<file path="config.mk">
export PLATFORM = sky130hd
export DESIGN_NAME = rxaiq_core
export DESIGN_NICKNAME = d
export VERILOG_FILES = /design/src/pkg/rxaiq_pkg.sv /design/src/rtl/rxaiq_core.sv
export SDC_FILE = /design/constraint.sdc
export NUM_CORES = 1
export LEC_CHECK = 0
export BUFFER_PORTS_ARGS = -buffer_cell sky130_fd_sc_hd__buf_4
export CAP_MARGIN = 20
export CORE_UTILIZATION = 29
export CTS_CLUSTER_DIAMETER = 80
export DETAILED_ROUTE_END_ITERATION = 8
export GPL_ROUTABILITY_DRIVEN = 0
export SLEW_MARGIN = 40
export SYNTH_ARGS = -nofsm -noshare
export SYNTH_HDL_FRONTEND = slang
export SYNTH_SLANG_ARGS = --single-unit
export TNS_END_PERCENT = 30
</file>
<file path="constraint.sdc">
create_clock -name core_clk_i -period 4.7 [get_ports core_clk_i]
set_clock_uncertainty 0.1 [all_clocks]
set_input_delay 0.94 -clock core_clk_i [delete_from_list [all_inputs] [get_ports core_clk_i]]
set_output_delay 0.94 -clock core_clk_i [all_outputs]
set_load 0.02 [all_outputs]
</file>
<file path="src/pkg/rxaiq_pkg.sv">
// Shared constants and carriers for the channel A receive interrupt block.
// Assumes a register access engine outside that turns host serial frames
// into one-cycle read and write strobes with a six-bit address.
// ****************************************************************
// Overview of operation
// Enable bit 3 gates the underflow interrupt of the channel A data register.
// Reading the channel A data register while it holds no unread byte flags underflow.
// Enable bit 1 gates the channel A end-of-frame interrupt.
// After one valid bit, end of frame is declared once invalid bits exceed the length.
// With a length of zero, the first invalid bit after valid reception ends the frame.
// The end-of-frame flag holds until the host reads the status register.
// Enable bit 0 gates the interrupt for data arriving in the channel A data register.
// Each transfer from the receiver into the data register flags the full condition.
// The receiver transfers on a whole byte or on end of frame with a partial byte.
// Enable bit 2 gates overflow, raised when new data lands before the old was read.
// The interrupt output is high while any enabled channel A condition is active.
// ****************************************************************
package rxaiq_pkg;

	// ****************************************************************
	// Register map
	// ****************************************************************
	localparam logic [5:0] ADDR_IEN  = 6'h07;
	localparam logic [5:0] ADDR_STAT = 6'h08;
	localparam logic [5:0] ADDR_DATA = 6'h09;
	localparam logic [7:0] IEN_RESET = 8'h00;

	// Enable and status bit positions.
	localparam int BIT_FULL  = 0;
	localparam int BIT_EOF   = 1;
	localparam int BIT_OVF   = 2;
	localparam int BIT_UDF   = 3;
	localparam int BIT_FLOW  = 2;
	localparam int BIT_VALID = 3;

	// Index of the last bit in one received byte.
	localparam logic [3:0] BYTE_LAST = 4'h7;

	// One register request from the access engine.
	typedef struct packed {
		logic       rd;
		logic       wr;
		logic [5:0] addr;
		logic [7:0] wdata;
	} rxaiq_req_s;

	// One decoded bit from the channel A receiver.
	typedef struct packed {
		logic stb;
		logic ok;
		logic data;
	} rxaiq_bit_s;

endpackage : rxaiq_pkg

</file>
<file path="src/rtl/rxaiq_core.sv">
// Channel A receive data register, its four conditions and the interrupt line.
// Assumes register strobes and receiver bit strobes are synchronous to
// core_clk_i, and that the end-of-frame length comes from neighbouring logic.
`timescale 1ns/10ps
module rxaiq_core #(
	parameter int EOF_LEN_W = 3
) (
	// Clock and reset.
	input  wire logic                     core_clk_i,
	input  wire logic                     rst_n_i,
	// Register access.
	input  wire rxaiq_pkg::rxaiq_req_s    req_i,
	output logic [7:0]                    rdata_o,
	// Receiver bits and frame configuration.
	input  wire rxaiq_pkg::rxaiq_bit_s    bit_i,
	input  wire logic [EOF_LEN_W-1:0]     eof_len_i,
	// Interrupt to the host.
	output logic                          irq_o
);

	// ****************************************************************
	// Parameter check
	// ****************************************************************
	if (EOF_LEN_W < 1 || EOF_LEN_W > 8) begin : g_chk
		$error("EOF_LEN_W must lie between 1 and 8.");
	end

	// ****************************************************************
	// State
	// ****************************************************************
	logic [7:0]           ien;
	logic [7:0]           shift;
	logic [3:0]           nbits;
	logic                 seen;
	logic [EOF_LEN_W:0]   inv_cnt;
	logic [7:0]           data_q;
	logic                 full_q;
	logic                 eof_q;
	logic                 ovf_q;
	logic                 udf_q;
	logic                 valid_q;

	// ****************************************************************
	// Decode
	// ****************************************************************
	logic                 rd_data;
	logic                 rd_stat;
	logic                 valid_bit;
	logic                 inval_bit;
	logic                 byte_done;
	logic                 eof_evt;
	logic                 xfer;
	logic [7:0]           next_shift;
	logic [EOF_LEN_W:0]   next_inv;
	logic [3:0]           cond;
	logic [7:0]           stat_word;

	// Access strobes for the two registers with read side effects.
	assign rd_data = req_i.rd && (req_i.addr == rxaiq_pkg::ADDR_DATA);
	assign rd_stat = req_i.rd && (req_i.addr == rxaiq_pkg::ADDR_STAT);

	// Invalid bits only count once a frame has started with a valid bit.
	assign valid_bit  = bit_i.stb && bit_i.ok;
	assign inval_bit  = bit_i.stb && !bit_i.ok && seen;
	assign next_shift = {shift[6:0], bit_i.data};
	assign next_inv   = inv_cnt + {{EOF_LEN_W{1'b0}}, 1'b1};
	assign byte_done  = valid_bit && (nbits == rxaiq_pkg::BYTE_LAST);
	// A zero length fires on the first invalid bit since the count then exceeds it.
	assign eof_evt    = inval_bit && (next_inv > {1'b0, eof_len_i});
	// A partial byte is handed over at end of frame; an empty one is not.
	assign xfer       = byte_done || (eof_evt && (nbits != 4'h0));

	// ****************************************************************
	// Enable register
	// ****************************************************************
	always_ff @(posedge core_clk_i) begin
		if (!rst_n_i) begin
			ien <= rxaiq_pkg::IEN_RESET;
		end else if (req_i.wr && (req_i.addr == rxaiq_pkg::ADDR_IEN)) begin
			ien <= req_i.wdata;
		end
	end

	// ****************************************************************
	// Bit assembly and frame tracking
	// ****************************************************************
	always_ff @(posedge core_clk_i) begin
		if (!rst_n_i) begin
			shift   <= 8'h00;
			nbits   <= 4'h0;
			seen    <= 1'b0;
			inv_cnt <= '0;
		end else if (valid_bit) begin
			// Clear on a whole byte, so a later partial byte reads with zeros above it.
			shift   <= byte_done ? 8'h00 : next_shift;
			nbits   <= byte_done ? 4'h0 : nbits + 4'h1;
			seen    <= 1'b1;
			inv_cnt <= '0;
		end else if (eof_evt) begin
			shift   <= 8'h00;
			nbits   <= 4'h0;
			seen    <= 1'b0;
			inv_cnt <= '0;
		end else if (inval_bit) begin
			inv_cnt <= next_inv;
		end
	end

	// ****************************************************************
	// Data register and its occupancy
	// ****************************************************************
	// A read in the same cycle as a transfer takes the old byte, so no overflow.
	always_ff @(posedge core_clk_i) begin
		if (!rst_n_i) begin
			data_q  <= 8'h00;
			full_q  <= 1'b0;
			valid_q <= 1'b0;
		end else if (xfer) begin
			data_q  <= byte_done ? next_shift : shift;
			full_q  <= 1'b1;
			valid_q <= byte_done;
		end else if (rd_data) begin
			full_q  <= 1'b0;
		end
	end

	// ****************************************************************
	// Sticky conditions
	// ****************************************************************
	// Setting wins over a status read in the same cycle, so no event is lost.
	always_ff @(posedge core_clk_i) begin
		if (!rst_n_i) begin
			eof_q <= 1'b0;
			ovf_q <= 1'b0;
			udf_q <= 1'b0;
		end else begin
			if (eof_evt) begin
				eof_q <= 1'b1;
			end else if (rd_stat) begin
				eof_q <= 1'b0;
			end
			if (xfer && full_q && !rd_data) begin
				ovf_q <= 1'b1;
			end else if (rd_stat) begin
				ovf_q <= 1'b0;
			end
			if (rd_data && !full_q) begin
				udf_q <= 1'b1;
			end else if (rd_stat) begin
				udf_q <= 1'b0;
			end
		end
	end

	// ****************************************************************
	// Read data and interrupt
	// ****************************************************************
	// Status assembled by field position, so the layout lives in the package alone.
	always_comb begin
		stat_word                       = 8'h00;
		stat_word[rxaiq_pkg::BIT_FULL]  = full_q;
		stat_word[rxaiq_pkg::BIT_EOF]   = eof_q;
		stat_word[rxaiq_pkg::BIT_FLOW]  = ovf_q | udf_q;
		stat_word[rxaiq_pkg::BIT_VALID] = valid_q;
	end

	// Unmapped addresses read as zero.
	always_ff @(posedge core_clk_i) begin
		if (!rst_n_i) begin
			rdata_o <= 8'h00;
		end else if (req_i.rd) begin
			unique case (req_i.addr)
				rxaiq_pkg::ADDR_IEN:  rdata_o <= ien;
				rxaiq_pkg::ADDR_STAT: rdata_o <= stat_word;
				rxaiq_pkg::ADDR_DATA: rdata_o <= data_q;
				default:              rdata_o <= 8'h00;
			endcase
		end
	end

	// The line is a level built from flops, so it stays until the cause is cleared.
	assign cond  = {udf_q, ovf_q, eof_q, full_q};
	assign irq_o = |(cond & ien[3:0]);
endmodule : rxaiq_core
</file>
==> flow_metrics.env <==
export IMPL_status="finished clean"
export IMPL_cp_startpoint="eof_len_i[2]"
export IMPL_met3WireLength_um=198
export IMPL_synth_ff_type="dfxtp_1"
export IMPL_yosys_cell_count_top_type="dfxtp_1"
export IMPL_slew_violations=0
export IMPL_yosys_warnings=0
export IMPL_path_buf_inv=2
export IMPL_port_buffers=32
export IMPL_critPathLaunchType="input pin"
export IMPL_ir_worst_vdd_mv=0.1001
export IMPL_synth_edf_count=0
export IMPL_post_cts_resized=0
export IMPL_syn_area_mm2=0.002087
export IMPL_final_hold_viol_count=0
export IMPL_wl_mm=4.472
export IMPL_grt_max_degree=26
export IMPL_fmax_mhz=407.4
export IMPL_wl_met2_mm=1.906
export IMPL_start_util=0.3038
export IMPL_synthCells=229
export IMPL_highest_layer="met4"
export IMPL_grt_pass1_vias=1590
export IMPL_fin_crit_ps=2455
export IMPL_worst_path_max_fanout=10
export IMPL_hold_buffers=0
export IMPL_cts_setup_buffers=0
export IMPL_route_detailed_drc=0
export IMPL_synth_commonest_cells="46 x dfxtp_1, 27 x a21oi_1, 22 x nand2_1, 16 x nor2_1, 14 x nand3_1"
export IMPL_holdPathStages=2
export IMPL_holdWs_ps=367.4
export IMPL_cts_tree="yes"
export IMPL_dpl_cell_area_mm2=0.002374
export IMPL_min_delay_start="ien[6]"
export IMPL_reg2reg_from="inv_cnt[0]"
export IMPL_synth_top_cell_by_area="dfxtp_1"
export IMPL_drtIter0Drc=95
export IMPL_path_clk_slew_ps=80
export IMPL_yosys_area_top_type_share=0.4412
export IMPL_reg2reg_depth=8
export IMPL_path_depth=8
export IMPL_dieArea_mm2=0.007539
export IMPL_diodes=0
export IMPL_critPathCaptureType="flop"
export IMPL_yosysSeqAreaShare=0.4412
export IMPL_p_per_area_mw_per_mm2=304.2
export IMPL_cts_sinks=46
export IMPL_die_y_um=86.83
export IMPL_p_leak_nw=0.9897
export IMPL_endpoint="ovf_q"
export IMPL_critPathArrivalTime_ps=2560
export IMPL_routed_via_density=4.803
export IMPL_synth_seq_cells=46
export IMPL_grtUsageTotal=0.1304
export IMPL_worstReg2RegEnd="ovf_q"
export IMPL_die_w_um=86.83
export IMPL_setup_tns_ps=0
export IMPL_clock_latency_ps=300
export IMPL_grt_setup_unrepaired="no"
export IMPL_synth_area_leaders="dfxtp_1 44%, a21oi_1 6.5%, nand2_1 4.0%, mux2i_1 3.8%, a22oi_1 3.6%"
export IMPL_slowest_stage="o21ai_2"
export IMPL_place_detailed_hpwl_mm=3.175
export IMPL_syn_area_per_cell_um2=9.114
export IMPL_antenna_found_initial=0
export IMPL_worst_pin_slew_ps=661.8
export IMPL_drive_gt1_frac=0.2047
export IMPL_rows=30
export IMPL_postRouteAntennaNets=0
export IMPL_finalNetCount=284
export IMPL_max_cap_violations=0
export IMPL_wl_per_cell_um=12.78
export IMPL_crit_chain="buf_4 -> inv_1 -> ha_1 -> a21oi_1 -> a21oi_2 -> o21ai_2 -> nand2_1 -> a31o_1"
export IMPL_drt_first_pass_iters=4
export IMPL_grt_overflow=0
export IMPL_setup_viol=0
export IMPL_cp_data_required_time_ps=4810
export IMPL_cts_path_max_buffers=2
export IMPL_period_share=0.5222
export IMPL_cp_top_family="compound AO/OA/AOI/OAI gates"
export IMPL_dp_cells=343
export IMPL_grt_pass1_wl_mm=7.527
export IMPL_ios=33
export IMPL_synth_net_count=259
export IMPL_synthArstFlopShare=0
export IMPL_cts_buffers=5
export IMPL_max_slew_margin_rel=0.5578
export IMPL_wl_met1_mm=2.272
export IMPL_finalInstanceArea_mm2=0.002486
export IMPL_vias=1681
export IMPL_worstSetupPathType="input pin to flop"
export IMPL_area_growth_pct=19.12
export IMPL_htree_levels=2
export IMPL_critPathMaxStageDelay_ps=500
export IMPL_fp_coreArea_mm2=0.006869
export IMPL_total_power_mw=0.7564
export IMPL_ctsRootBufferMaster="clkbuf_8"
export IMPL_rrSetupSlack_ps=2260
export IMPL_ys_types=42
export IMPL_fin_cells=350
export IMPL_min_path_type="flop to flop"
[flip-flops by register name, indices dropped and copies added, names as in the netlist]
| signal | cells |
|---|---|
| data_q | 8 |
| ien | 8 |
| rdata_o | 8 |
| shift | 8 |
| inv_cnt | 4 |
| nbits | 4 |
| eof_q | 1 |
| full_q | 1 |
| ovf_q | 1 |
| seen | 1 |
| udf_q | 1 |
| valid_q | 1 |
[cells by family after synthesis]
group                    after synthesis  synth area share
AO/OA/AOI/OAI                         72            0.2230
AND/OR/NAND/NOR                       70            0.1781
flip-flops                            46            0.4412
buffers and inverters                 20           0.04796
multiplexers                          10           0.04916
adder cells (fa/ha/maj)                6           0.03597
XOR/XNOR                               5           0.02459
[how the worst min path moves through the flow]
stage / to / slack, ps
2_1_floorplan: valid_q / 330
3_3_place_gp: valid_q / 350
3_5_place_dp: ien[6] / 350
4_1_cts: ien[6] / 370
5_1_grt: valid_q / 400
6_report: ien[6] / 370
[layout make-up]
type                    instances  area, um2
clock inverters                 1      30.03
multi-input cells             163       1070
inverters                       6      22.52
fillers                       709       4383
well taps                      96      120.1
clock buffers                   6      82.58
repair buffers                 32      240.2
flip-flops and latches         46      920.9
[power by group]
group | total (mW) | internal (mW) | switching [mW]
logic | 0.0615 | 0.0269 | 0.0346
registers | 0.400 | 0.396 | 0.00432
clock network | 0.295 | 0.170 | 0.125
total | 0.756 | 0.592 | 0.164
[cell usage in the layout, fill, tap and decap left out, types with 4 or more instances in the layout]
master / synthesis / final
clkbuf_8: 0 / 6
nor2_1: 16 / 16
nand3_1: 14 / 14
mux2i_1: 8 / 8
buf_4: 2 / 32
ha_1: 6 / 6
a211oi_1: 6 / 6
nand2_1: 22 / 22
dfxtp_1: 46 / 46
a22oi_1: 10 / 10
a22o_1: 6 / 6
o21ai_0: 12 / 12
inv_1: 5 / 5
a21oi_1: 27 / 27
nand3b_1: 4 / 4
[routing by layer]
layer | GRT usage | up-vias
met5 | 0 | -
met4 | 0.05909 | 0
met3 | 0.03714 | 10
met2 | 0.1911 | 33
met1 | 0.1766 | 761
li1 | - | 877
[metrics by stage]
step | setup WS [ps] | utilization
5_1_grt | 2034 | 0.3619
2_1_floorplan | 2289 | -
3_3_place_gp | 1641 | 0.3450
6_report | 2245 | 0.3619
3_5_place_dp | 1900 | 0.3455
4_1_cts | 2230 | 0.3619
[worst register-to-register path, delay by kind of cell (launching register included)]
| family | cells | cell delay [ps] |
|---|---|---|
| XOR/XNOR | 1 | 150 |
| AO/OA/AOI/OAI | 4 | 1050 |
| AND/OR/NAND/NOR | 1 | 160 |
| adder cells (fa/ha/maj) | 2 | 480 |
| flip-flops | 1 | 420 |
Note: power is estimated with default switching activity, not from simulation.
